[config.mk]
export PLATFORM = sky130hd
export DESIGN_NAME = iodt_transfer
export DESIGN_NICKNAME = d
export VERILOG_FILES = /design/src/logic/iodt_decode.v /design/src/logic/iodt_transfer.v
export VERILOG_INCLUDE_DIRS = /design/src /design/src/logic
export SDC_FILE = /design/constraint.sdc
export NUM_CORES = 1
export LEC_CHECK = 0
export CAP_MARGIN = 25
export CORE_MARGIN = 2
export CORE_UTILIZATION = 45
export DETAILED_ROUTE_END_ITERATION = 12
export DONT_BUFFER_PORTS = 1
export GPL_ROUTABILITY_DRIVEN = 0
export PLACE_DENSITY = 0.58
export SLEW_MARGIN = 20
export SYNTH_ARGS = -nofsm -noshare
export SYNTH_HDL_FRONTEND = slang
export SYNTH_HIERARCHICAL = 1
export SYNTH_SLANG_ARGS = --single-unit
export TNS_END_PERCENT = 30
[constraint.sdc]
create_clock -name i_ref_clk -period 2.7 [get_ports i_ref_clk]
set_input_delay 0.405 -clock i_ref_clk [delete_from_list [all_inputs] [get_ports i_ref_clk]]
set_output_delay 0.405 -clock i_ref_clk [all_outputs]
set_load 0.05 [all_outputs]
[src/logic/iodt_defs.vh]
// Purpose: Constants for the transfer command sequencer
// Assumes: Included by bare name
// Notes: Action codes are three bits
`ifndef IODT_DEFS_VH
`define IODT_DEFS_VH
`define IODT_ACT_DISC 3'h0
`define IODT_ACT_IN 3'h1
`define IODT_ACT_OUT 3'h2
`define IODT_ACT_INOUT 3'h3
`define IODT_ACT_EOM 3'h4
`define IODT_ACT_EOM_IN 3'h5
`define IODT_ACT_EOM_OUT 3'h6
`define IODT_ACT_STAT 3'h7
`define IODT_ST_IDLE 2'h0
`define IODT_ST_WAIT 2'h1
`define IODT_ST_DONE 2'h2
`define IODT_BUS_W 24
`define IODT_DATA_RST 24'h00_0000
`endif

[src/logic/iodt_decode.v]
// Purpose: Action field decode into strobes
// Assumes: Purely combinational
// Notes: One strobe output per function; codes 3, 5 and 6 raise two at once
`timescale 1ns/10ps
`include "iodt_defs.vh"
module iodt_decode (
  input wire [2:0] i_action_field,
  output reg o_in,
  output reg o_out,
  output reg o_eom,
  output reg o_disc,
  output reg o_stat
);
  always @* begin
    o_in = 1'b0;
    o_out = 1'b0;
    o_eom = 1'b0;
    o_disc = 1'b0;
    o_stat = 1'b0;
    case (i_action_field)
      // (RULE3) Disconnect code
      `IODT_ACT_DISC: begin
        o_disc = 1'b1;
      end
      // (RULE1) Direction codes
      `IODT_ACT_IN: begin
        o_in = 1'b1;
      end
      `IODT_ACT_OUT: begin
        o_out = 1'b1;
      end
      `IODT_ACT_INOUT: begin
        o_in = 1'b1;
        o_out = 1'b1;
      end
      // (RULE2) End of message codes
      `IODT_ACT_EOM: begin
        o_eom = 1'b1;
      end
      `IODT_ACT_EOM_IN: begin
        o_in = 1'b1;
        o_eom = 1'b1;
      end
      `IODT_ACT_EOM_OUT: begin
        o_out = 1'b1;
        o_eom = 1'b1;
      end
      // (RULE3) Status request code
      `IODT_ACT_STAT: begin
        o_stat = 1'b1;
      end
      default: begin
        o_disc = 1'b0;
      end
    endcase
  end
endmodule // iodt_decode

[src/logic/iodt_transfer.v]
// Purpose: Computer-side transfer command sequencer
// Assumes: Controller signals arrive asynchronously
// Notes: One command at a time
// Functional notes
// (RULE1) Codes 001, 010, 011 raise in, out, or both strobes.
// (RULE2) Codes 100, 101, 110 raise end-of-message, with in or out.
// (RULE3) Code 000 raises disconnect; 111 raises status request.
// (RULE4) Completion skips, except disconnect or special condition gives non-skip.
// (RULE5) Controller raises special condition only in its command, before echo.
// (RULE6) Controller puts status word on input bus on status request.
// (RULE7) Disconnect clears controller online latch, freeing its channel.
// (RULE8) Computer ends disconnect itself, without waiting for echo.
// (RULE9) Disconnected controller sends no interrupts nor data.
// (RULE10) Block controllers complete the block on end-of-message.
// (RULE11) Channel enable, one of four, only while commutator is locked.
// (RULE12) Commutator locks on serviced interrupt or by program command.
// (RULE13) Controller holds channel interrupt while data ready or unprocessed.
// (RULE14) Enable, strobes and output data driven immediately on command.
// (RULE15) Controller matches channel enable against its assignment.
// (RULE16) Transfer request needs match, online latch and readiness.
// (RULE17) Controller sync flip-flop set after match and request.
// (RULE18) Computer waits until controller is ready and echoes.
// (RULE19) Input handshake states 00 ready through 11 sending.
// (RULE20) Output handshake states 00 ready through 11 outputting.
// (RULE21) Controller echoes at completion, drops it when command ends.
// (RULE22) Controller transfers only after selection set its online latch.
// (RULE23) Channel assignment comes from two selection word bits.
`timescale 1ns/10ps
`include "iodt_defs.vh"
module iodt_transfer (
  input wire i_ref_clk,
  input wire i_rstn,
  input wire i_ce,
  input wire i_start,
  input wire [2:0] i_action_field,
  input wire [23:0] i_out_data,
  input wire i_auto_lock,
  input wire i_prog_lock,
  input wire [1:0] i_prog_channel,
  input wire [3:0] i_channel_interrupt,
  input wire i_terminating_echo,
  input wire i_special_condition,
  input wire [23:0] i_in_bus,
  output wire [3:0] o_channel_enable,
  output reg o_transfer_in_strobe,
  output reg o_transfer_out_strobe,
  output reg o_end_of_message,
  output reg o_disconnect_strobe,
  output reg o_status_request,
  output reg [23:0] o_out_bus,
  output wire o_busy,
  output reg o_done,
  output reg o_skip,
  output reg [23:0] o_in_data,
  output reg o_commutator_locked,
  output reg [1:0] o_locked_channel
);
  reg [3:0] irq_s1;
  reg [3:0] irq_s2;
  reg eko_s1;
  reg eko_s2;
  reg spl_s1;
  reg spl_s2;
  reg [23:0] rbus_s1;
  reg [23:0] rbus_s2;
  reg [1:0] state;
  reg [1:0] next_state;
  reg spl_seen;
  wire dec_in;
  wire dec_out;
  wire dec_eom;
  wire dec_disc;
  wire dec_stat;

  // Lowest interrupting channel wins
  function [1:0] iodt_prio;
    input [3:0] req;
    begin
      if (req[0]) begin
        iodt_prio = 2'h0;
      end else if (req[1]) begin
        iodt_prio = 2'h1;
      end else if (req[2]) begin
        iodt_prio = 2'h2;
      end else begin
        iodt_prio = 2'h3;
      end
    end
  endfunction

  iodt_decode u_dec (
    .i_action_field(i_action_field),
    .o_in(dec_in),
    .o_out(dec_out),
    .o_eom(dec_eom),
    .o_disc(dec_disc),
    .o_stat(dec_stat)
  );

  // Synchronise controller inputs
  always @(posedge i_ref_clk or negedge i_rstn) begin
    if (!i_rstn) begin
      irq_s1 <= 4'h0;
      irq_s2 <= 4'h0;
      eko_s1 <= 1'b0;
      eko_s2 <= 1'b0;
      spl_s1 <= 1'b0;
      spl_s2 <= 1'b0;
      rbus_s1 <= `IODT_DATA_RST;
      rbus_s2 <= `IODT_DATA_RST;
    end else if (i_ce) begin
      irq_s1 <= i_channel_interrupt;
      irq_s2 <= irq_s1;
      eko_s1 <= i_terminating_echo;
      eko_s2 <= eko_s1;
      spl_s1 <= i_special_condition;
      spl_s2 <= spl_s1;
      rbus_s1 <= i_in_bus;
      rbus_s2 <= rbus_s1;
    end
  end

  // (RULE12) Commutator lock
  always @(posedge i_ref_clk or negedge i_rstn) begin
    if (!i_rstn) begin
      o_commutator_locked <= 1'b0;
      o_locked_channel <= 2'h0;
    end else if (i_ce && state == `IODT_ST_IDLE) begin
      if (i_prog_lock) begin
        o_commutator_locked <= 1'b1;
        o_locked_channel <= i_prog_channel;
      end else if (i_auto_lock && irq_s2 != 4'h0) begin
        o_commutator_locked <= 1'b1;
        o_locked_channel <= iodt_prio(irq_s2);
      end
    end
  end

  // (RULE11) Enable only when locked
  assign o_channel_enable = (state == `IODT_ST_WAIT && o_commutator_locked) ?
    (4'h1 << o_locked_channel) : 4'h0;

  // Busy from start until idle
  assign o_busy = (state != `IODT_ST_IDLE);

  always @* begin
    next_state = state;
    case (state)
      `IODT_ST_IDLE: begin
        if (i_start) begin
          next_state = `IODT_ST_WAIT;
        end
      end
      // (RULE8) Disconnect ends internally
      // (RULE18) Wait for echo
      `IODT_ST_WAIT: begin
        if (o_disconnect_strobe || eko_s2) begin
          next_state = `IODT_ST_DONE;
        end
      end
      `IODT_ST_DONE: begin
        if (!eko_s2) begin
          next_state = `IODT_ST_IDLE;
        end
      end
      default: begin
        next_state = `IODT_ST_IDLE;
      end
    endcase
  end

  // State register and strobes
  always @(posedge i_ref_clk or negedge i_rstn) begin
    if (!i_rstn) begin
      state <= `IODT_ST_IDLE;
      o_transfer_in_strobe <= 1'b0;
      o_transfer_out_strobe <= 1'b0;
      o_end_of_message <= 1'b0;
      o_disconnect_strobe <= 1'b0;
      o_status_request <= 1'b0;
      o_out_bus <= `IODT_DATA_RST;
      o_in_data <= `IODT_DATA_RST;
      o_done <= 1'b0;
      o_skip <= 1'b0;
      spl_seen <= 1'b0;
    end else if (i_ce) begin
      state <= next_state;
      o_done <= 1'b0;
      if (state == `IODT_ST_IDLE && i_start) begin
        // (RULE14) Strobes and data at once
        o_transfer_in_strobe <= dec_in;
        o_transfer_out_strobe <= dec_out;
        o_end_of_message <= dec_eom;
        o_disconnect_strobe <= dec_disc;
        o_status_request <= dec_stat;
        o_out_bus <= dec_out ? i_out_data : `IODT_DATA_RST;
        spl_seen <= 1'b0;
      end else if (state == `IODT_ST_WAIT) begin
        // Latch special condition
        if (spl_s2) begin
          spl_seen <= 1'b1;
        end

        // Capture result, clear strobes
        if (next_state == `IODT_ST_DONE) begin
          if (o_transfer_in_strobe || o_status_request) begin
            o_in_data <= rbus_s2;
          end
          // (RULE4) Skip or non-skip
          o_skip <= !(o_disconnect_strobe || spl_seen || spl_s2);
          o_done <= 1'b1;
          o_transfer_in_strobe <= 1'b0;
          o_transfer_out_strobe <= 1'b0;
          o_end_of_message <= 1'b0;
          o_disconnect_strobe <= 1'b0;
          o_status_request <= 1'b0;
          o_out_bus <= `IODT_DATA_RST;
        end
      end
    end
  end
endmodule // iodt_transfer

Yosys cells after proc, flatten, opt, wreduce, memory -nomap -nowiden --
Cells that the tools add are included.
Storage, ports and cells: input port bits 65, word-level logic and storage cells 92, bits in registers 121
Operators by class: reductions and logical operators 25, equality and inequality tests 10, bitwise logic cells 1, shifts and indexed selects 1, muxes and demuxes 34
Operators by type and width (count):
- $mux 24 | 4
- $mux 1 | 21
- $mux 2 | 7
- $eq 3x3->1 const B | 4
- $reduce_bool 2->1 | 5
- $reduce_or 3->1 | 3
- $eq 3x2->1 const B | 2
- $pmux 2 s3 | 1
- $reduce_and 3->1 | 2
- $reduce_and 5->1 | 1
- $eq 2x2->1 const B | 2
- $logic_and 1x1->1 | 4
- $logic_or 1x1->1 | 4
- $mux 4 | 1
- $reduce_and 4->1 | 1
- $reduce_bool 4->1 | 1
- $shl 1x2->4 const A | 1
- $eq 3x1->1 const B | 1
- $logic_not 3->1 | 1
- $eq 2x1->1 const B | 1
- $logic_not 2->1 | 1
- $reduce_and 2->1 | 1
- $logic_not 1->1 | 1
- $not 1->1 | 1

Logic depth before layout (Yosys ltp) --
Gate-level depths: netlist of run 1.
depth after elaboration 7, mapped depth 6, mapped depth without buffers 4

Hierarchy --
Netlist of run 1, hierarchy kept.
By module, submodules not included:
- iodt_transfer | area each 4747.1 sq um, times used 1, cells an instance 301, seq. area each 3027.9 sq um
- iodt_decode | area each 35.0 sq um, times used 1, cells an instance 5, seq. area each 0.0 sq um

Worst setup path after synthesis of run 1 --
No wires, ideal clock.
path type reg-to-output, start point register o_commutator_locked, end point output port o_channel_enable[0], required time 2.295 ns, path slack 0.128 ns, cell stages (with the launch flop) 3, buffers on the path 0, arrival 2.167 ns, cell sequence dfrtp_1 -> nor3b_1 -> nor3b_1
On the way: cells in the longest elaborated chain, start to end 2
Ends and longest elaborated chain:
- start: declaration | line iodt_transfer.v:55 | output reg o_commutator_locked,
- start signal: assignment | line iodt_transfer.v:126 | o_commutator_locked <= 1'b0;
- start signal: assignment | line iodt_transfer.v:130 | o_commutator_locked <= 1'b1;
- start signal: assignment | line iodt_transfer.v:133 | o_commutator_locked <= 1'b1;
- $logic_and 1x1->1 | line iodt_transfer.v:140 | assign o_channel_enable = (state == `IODT_ST_WAIT && o_commutator_locked) ?
- $mux 4 | line iodt_transfer.v:140
- end: declaration | line iodt_transfer.v:44 | output wire [3:0] o_channel_enable,
No other way between the ends.

Worst setup path after layout of run 1 --
start point register o_commutator_locked, end point output port o_channel_enable[3]
Same word-level chain as after synthesis.

==> PnR_summary.wiki, run 1 <==
{| class="wikitable"
! Metric !! Value
|-
| Average footprint of a synthesized cell || about 16 sq um
|-
| Wire length of the first global-routing pass || approximately 14000 um
|-
| Startpoint of the worst-slack reg-to-reg timing path || state[0]
|-
| Hold WS || -0.410 ns
|-
| Worst setup EP type || primary output
|-
| Unique masters post-synth || 36
|-
| Max Fanout on Critical Path || 4
|-
| Class of the most critical setup path || register to primary output
|-
| Number of warnings issued by yosys || 6
|-
| Clock-pin slew reported for the worst setup and hold paths after clock tree synthesis || 0.06 ns
|-
| Run status || finished, violations left
|-
| Antenna violations before repair || 0
|-
| Final HPWL from detailed placement || 5460 um
|-
| Time the final worst path needs with I/O delays and setup || 2.57 ns
|-
| Die outline area || ~11000 sq um
|-
| Worst EP arrival || between 2 and 2.5 ns
|-
| Hold/Removal Path Class || primary input to asynchronous set/reset pin
|-
| Predominant post-synthesis flop cell || sky130_fd_sc_hd__dfrtp_1
|-
| Maximum number of pins on one net before global-route repair || 122
|-
| Total Power Consumption || roughly 6.7 mW
|-
| Post-Synthesis Net Count || 371
|-
| Via count || 2473
|-
| Sw Pwr || 2.64 mW
|-
| Layout overhead on the synthesized area || 14.6%
|-
| Buffers inserted by post-CTS timing repair || 0
|-
| Initial DRC Count || 135
|-
| Unrepaired setup endpoints after global routing || no
|-
| Max Buffers Root-to-Sink || 2
|-
| Number of maximum-capacitance violations || 0
|-
| Initial Util || 0.463
|-
| Number of placement rows || 37
|-
| Power per unit of standard cell area || 1220 nW/um^2
|-
| Post-synth top area cell || sky130_fd_sc_hd__dfrtp_1
|-
| Number of register bits inferred by synthesis || 121
|-
| Final routed DRC violation total || 0
|-
| Root buffer cell || sky130_fd_sc_hd__clkbuf_8
|-
| PnR worst setup slack || 0.126 ns
|-
| Filler Cells Inserted || 872
|-
| Number of H-tree levels || 4
|-
| Register-to-Register Path Depth || 5
|-
| Yosys top cell area share || 0.633
|-
| Fraction of final layout cells with drive strength greater than 1 || 0.410
|-
| Achievable frequency || 389 MHz
|-
| Number of buffers created by CTS || 17
|-
| Gate count of the mapped netlist || 306
|-
| Antenna Nets Post-Route || 0
|-
| EDFF count, synth || 0
|-
| Vias in the first global route || around 2500
|-
| Worst slack at placement || 0.687 ns
|-
| Total Nets Final || 386
|-
| Reg power frac || 0.543
|-
| GRT overflow || 0
|-
| Endpoint of the lowest-slack register-to-register path || o_in_data[20]
|-
| Share of the clock period used by the worst path || 0.953
|-
| Setup TNS Final || 0 ns
|-
| Routed length per instance || 18.3 um
|-
| Vias/cell || 5.26
|-
| Worst-skew pair later-pin latency || 0.51 ns
|-
| Number of placed I/O pins || 128
|-
| Die W || 107 um
|-
| Core footprint || 10300 sq um
|-
| Fraction of power consumed by the clock network || 0.314
|-
| Register-to-Register Setup Slack || 0.83 ns
|-
| Static leakage power || 2.43 nW
|-
| Number of slew-limit violations in the final report || 0
|-
| Setup Skew || between 0.004 and 0.005 ns
|-
| Count of antenna diodes in the layout || 0
|-
| Sw frac || 0.396
|-
| Height of the die || roughly 110 um
|-
| Core Util, Final || 0.531
|-
| Startpoint types || register
|-
| Total GRT Usage || 0.159
|-
| WP data required || 2.30 ns
|-
| First-pass detailed-route iteration total || 6
|-
| Headroom to the max-slew limit || 0.536
|-
| Wire length reported by the detailed router || 8600 um
|-
| Maximum vdd drop || about 0.00071 V
|-
| Leading cell type by number of instances after synthesis || sky130_fd_sc_hd__dfrtp_1
|-
| List of most frequent post-synthesis cells || 121 x sky130_fd_sc_hd__dfrtp_1, 67 x sky130_fd_sc_hd__mux2_2, 24 x sky130_fd_sc_hd__a22o_1
|-
| Area of the mapped netlist || between 4000 and 5000 sq um
|-
| Final setup violating endpoints || 0
|-
| Gate power share || 0.143
|-
| TritonCTS clock tree || yes
|-
| Post-cts sizing count || 0
|-
| Top cells by area, synth || sky130_fd_sc_hd__dfrtp_1 63%, sky130_fd_sc_hd__mux2_2 16%, sky130_fd_sc_hd__mux2_4 6.3%
|-
| Fin. Hold Viols || 121
|-
| Internal portion of total power || 4.03 mW
|-
| Num Clock Sinks || 121
|-
| Post-synthesis async set-or-reset flop share || 1.00
|-
| Number of input and output port buffers inserted || 0
|-
| Sequential cell area fraction in the yosys report || 0.633
|-
| Worst-Margin Slew || 0.692 ns
|-
| Failing checks || hold timing
|}
## cell type report
class                      count  area [sq um]  area share
clock inverter                12           119      0.0217
multi-input combinational    166          1610       0.293
timing repair buffer          12          97.6      0.0178
inverter                       3          11.3     0.00206
sequential                   121          3030       0.553
tap                          136           170      0.0311
clock buffer                  20           445      0.0813
## registers in the layout, summed over array words and instances, names as in the netlist, 2 cells and up
name              cells
o_in_data            24
rbus_s2              24
irq_s1                4
irq_s2                4
state                 2
o_out_bus            24
rbus_s1              24
o_locked_channel      2
## timing repair
action / in CTS / in global routing
endpoints found under the setup margin: 0 / 0
hold buffers: 2 / 1
endpoints found under the hold margin: 123 / 122
## logic make-up (layout without fill, tap and decap cells)
kind of cell           after synthesis  in the layout  share of synthesized area
muxes                               88             88                      0.223
DFF                                121            121                      0.633
and+or+nand+nor                     33             33                     0.0353
buffers and inverters               19             47                     0.0319
AOI/OAI and AO/OA                   45             45                     0.0769
## power groups by stage
stage / sequential [mW] / clock [mW] / combinational, mW
5_1_grt: 3.69 / 2.25 / 1.03
6_report: 3.62 / 2.09 / 0.957
3_3_place_gp: 3.65 / 0 / 0.931
3_5_place_dp: 3.66 / 0 / 0.962
2_1_floorplan: 3.58 / 0 / 0.830
4_1_cts: 3.63 / 2.17 / 0.969
## worst max path at each step
stage	slack (ns)	start	end
5_1_grt	0.03	o_commutator_locked	o_channel_enable[3]
3_3_place_gp	0.78	o_commutator_locked	o_channel_enable[3]
3_5_place_dp	0.69	o_commutator_locked	o_channel_enable[3]
6_report	0.13	o_commutator_locked	o_channel_enable[3]
4_1_cts	0.13	o_commutator_locked	o_channel_enable[3]
2_1_floorplan	0.13	o_commutator_locked	o_channel_enable[0]
## placed cells by master (no fill, tap or decap), types with 2 or more instances in the layout
master / instances
sky130_fd_sc_hd__inv_6: 2
sky130_fd_sc_hd__clkinv_4: 3
sky130_fd_sc_hd__clkbuf_8: 3
sky130_fd_sc_hd__mux2_2: 67
sky130_fd_sc_hd__a21boi_1: 3
sky130_fd_sc_hd__nor2_1: 5
sky130_fd_sc_hd__nor2b_1: 2
sky130_fd_sc_hd__nand2_1: 13
sky130_fd_sc_hd__dlygate4sd3_1: 3
sky130_fd_sc_hd__mux2_4: 20
sky130_fd_sc_hd__a21oi_1: 4
sky130_fd_sc_hd__nor3_1: 4
sky130_fd_sc_hd__inv_1: 2
sky130_fd_sc_hd__dfrtp_1: 121
sky130_fd_sc_hd__clkbuf_16: 16
sky130_fd_sc_hd__buf_4: 9
sky130_fd_sc_hd__clkinvlp_4: 6
sky130_fd_sc_hd__a22o_1: 24
sky130_fd_sc_hd__o21ai_0: 4
## worst max-delay path, cell delays in order, from the launching register on
cell	delay, ns
sky130_fd_sc_hd__dfrtp_1	0.66
sky130_fd_sc_hd__nor3b_1	0.46
sky130_fd_sc_hd__and3_1	0.54
## per-stage QoR
stage	hold slack, ns	cell area (sq um)	cells
5_1_grt	-0.451	5480	470
3_3_place_gp	0.112	4880	435
3_5_place_dp	0.112	4880	435
2_1_floorplan	0.109	4780	306
6_report	-0.410	5480	470
4_1_cts	-0.439	5470	469
## per-layer routing
| layer | GRT usage | up-vias | share of wire |
|---|---|---|---|
| met5 | 0 | - | 0 |
| met4 | 0.0640 | 0 | 0.010 |
| met3 | 0.0748 | 8 | 0.092 |
| met2 | 0.233 | 99 | 0.45 |
| met1 | 0.203 | 1232 | 0.44 |
| li1 | - | 1134 | - |
Note: power is estimated with default switching activity, not from simulation.
==> inputs of run 2 (changes only) <==
==> constraint.sdc (replaced) <==
create_clock -name i_ref_clk -period 2.6 [get_ports i_ref_clk]
set_input_delay 0.39 -clock i_ref_clk [delete_from_list [all_inputs] [get_ports i_ref_clk]]
set_output_delay 0.39 -clock i_ref_clk [all_outputs]
set_load 0.05 [all_outputs]
==> run 2 against run 1 <==
The flow still finishes with violations (hold timing). First-iteration DRC count is the same. Critical path depth increased by 1. Wire length up 1.2%. Largest power group unchanged.
==> PnR_summary.wiki, run 2 (synthesis results as in run 1) <==
{| class="wikitable"
! Metric !! Value
|-
| Run status || finished, violations left
|-
| Failing checks || hold timing
|-
| Delay of the slowest cell on the worst path || 0.64 ns
|-
| Filler Cells Inserted || a little under 900
|-
| WP data required || 2.21 ns
|-
| Number of buffers inserted for hold repair after clock tree synthesis || 5
|-
| First-pass detailed-route iteration total || 4
|-
| Clock-pin slew reported for the worst setup and hold paths after clock tree synthesis || 0.05 ns
|-
| Class of the most critical setup path || register to primary output
|-
| GRT overflow || 0
|-
| Power per unit of standard cell area || 1270 nW/um^2
|-
| Multi-input gate area in the final layout || 1610 sq um
|-
| Core footprint || 10300 sq um
|-
| Setup TNS Final || 0 ns
|-
| Antenna Nets Post-Route || 0
|-
| Number of placement rows || 37
|-
| Die W || 107 um
|-
| Worst EP arrival || 2.02 ns
|-
| Achievable frequency || 414 MHz
|-
| Hold/Removal Path Class || primary input to asynchronous set/reset pin
|-
| Final HPWL from detailed placement || between 5000 and 6000 um
|-
| Routed length per instance || 18.5 um
|-
| Startpoint types || register
|-
| Unrepaired setup endpoints after global routing || no
|-
| Headroom to the max-slew limit || 0.529
|-
| Die outline area || 11500 sq um
|-
| Time the final worst path needs with I/O delays and setup || roughly 2.4 ns
|-
| Static leakage power || 2.46 nW
|-
| Fin. Hold Viols || between 100 and 150
|-
| TritonCTS clock tree || yes
|-
| Worst-Margin Slew || between 0.7 and 0.8 ns
|-
| Root buffer cell || sky130_fd_sc_hd__clkbuf_8
|-
| Total Nets Final || 387
|-
| Register-to-Register Path Depth || 5
|-
| Buffers inserted by post-CTS timing repair || 0
|-
| Initial DRC Count || ~140
|-
| Num Clock Sinks || between 100 and 150
|-
| Leading cell type in the layout, fill and taps excluded || sky130_fd_sc_hd__dfrtp_1
|-
| Max Buffers Root-to-Sink || 2
|-
| Worst-skew pair later-pin latency || 0.49 ns
|-
| Cell breakdown of the critical path || nor3b_1 > nor3b_2 > buf_4
|-
| Fraction of final layout cells with drive strength greater than 1 || 0.398
|-
| Wire length reported by the detailed router || 8700 um
|-
| Number of maximum-capacitance violations || 0
|-
| Number of input and output port buffers inserted || 0
|-
| Via count || 2469
|-
| Vias in the first global route || 2643
|-
| Slowest CP cell || sky130_fd_sc_hd__dfrtp_1
|-
| Final setup violating endpoints || 0
|-
| Hold WS || -0.413 ns
|-
| Final routed DRC violation total || 0
|-
| Maximum vdd drop || between 0.0007 and 0.0008 V
|-
| Wire length of the first global-routing pass || 14000 um
|-
| Share of the clock period used by the worst path || 0.928
|-
| Vias/cell || 5.25
|-
| Number of H-tree levels || 4
|-
| Layout overhead on the synthesized area || 15.4%
|-
| Highest-count cells in the layout ignoring fill and taps || 121 x sky130_fd_sc_hd__dfrtp_1, 67 x sky130_fd_sc_hd__mux2_2, 24 x sky130_fd_sc_hd__a22o_1
|-
| Initial Util || 0.463
|-
| Number of buffers created by CTS || 17
|-
| Maximum number of pins on one net before global-route repair || ~120
|-
| Height of the die || 107 um
|-
| Count of non-filler cells in the finished layout || 470
|-
| Total GRT Usage || 0.160
|-
| Number of placed I/O pins || 128
|-
| Count of antenna diodes in the layout || 0
|-
| Area taken by flip-flops and latches || a little over 3000 sq um
|-
| Max Fanout on Critical Path || 4
|-
| Setup Skew || 0.00532 ns
|-
| Number of slew-limit violations in the final report || 0
|-
| Number of placed cells counting well taps || between 400 and 500
|-
| Worst setup EP type || primary output
|-
| Antenna violations before repair || 0
|}
==> run 2: cell count changes in the layout (fill, tap and decap cells not counted), sizes merged <==
| cell | delta |
|---|---|
| buf | -1 |
| clkinvlp | -4 |
| inv | -2 |
| bufinv | +2 |
| dlygate4sd3 | +2 |
| clkbuf | +3 |
==> run 2: power breakdown <==
part           total, mW  switching (mW)  internal (mW)  leakage (nW)
sequential          3.77            1.45           2.32          1.50
clock               2.27           0.766           1.50         0.278
combinational      0.997           0.450          0.547         0.684
total               7.03            2.67           4.36          2.46
==> run 2: layout make-up <==
class	count	area share
multi-input combinational	166	0.292
clock inverter	8	0.0218
sequential	121	0.549
tap	136	0.0308
inverter	3	0.00204
timing repair buffer	13	0.0222
clock buffer	23	0.0828
==> run 2: per-layer routing <==
| layer | vias to the layer above | track usage | part of all wire |
|---|---|---|---|
| met2 | 87 | 0.244 | 0.46 |
| met5 | - | 0 | 0 |
| li1 | 1128 | - | - |
| met3 | 8 | 0.0517 | 0.075 |
| met1 | 1246 | 0.211 | 0.45 |
| met4 | 0 | 0.0696 | 0.010 |
==> run 2: timing repair <==
item	4_1_cts	5_1_grt
hold endpoints to repair	126	121
resized for setup	0	1
endpoints found under the setup margin	0	1
==> run 2: worst paths after layout <==
kind                                startpoint                   to  slack [ns]
hold reg to reg                    rbus_s1[20]          rbus_s2[20]        0.50
setup / recovery           o_commutator_locked  o_channel_enable[0]        0.19
max in group asynchronous               i_rstn          rbus_s1[19]        2.84
min in group i_ref_clk          i_out_data[22]        o_out_bus[22]        0.03
setup reg to reg                      state[0]        o_in_data[23]        0.74
hold / removal                          i_rstn        o_out_bus[10]       -0.41
==> run 2: critical path: cells and delay by family (launching register included) <==
| family | cells | cell delay, ns |
|---|---|---|
| buffers and inverters | 1 | 0.22 |
| flip-flops | 1 | 0.64 |
| AND/OR/NAND/NOR | 2 | 0.67 |
==> run 2: per-stage QoR <==
stage	area [sq um]	hold WS, ns	setup slack [ns]	util	power, mW
detailed placement	4890	0.0967	0.622	0.474	4.81
CTS	5520	-0.450	0.0676	0.534	7.13
global route	5520	-0.446	0.0329	0.534	7.34
finish	5520	-0.413	0.186	0.534	7.03
floorplan	4780	0.0944	0.0430	-	4.58
global placement	4890	0.0969	0.701	0.474	4.77
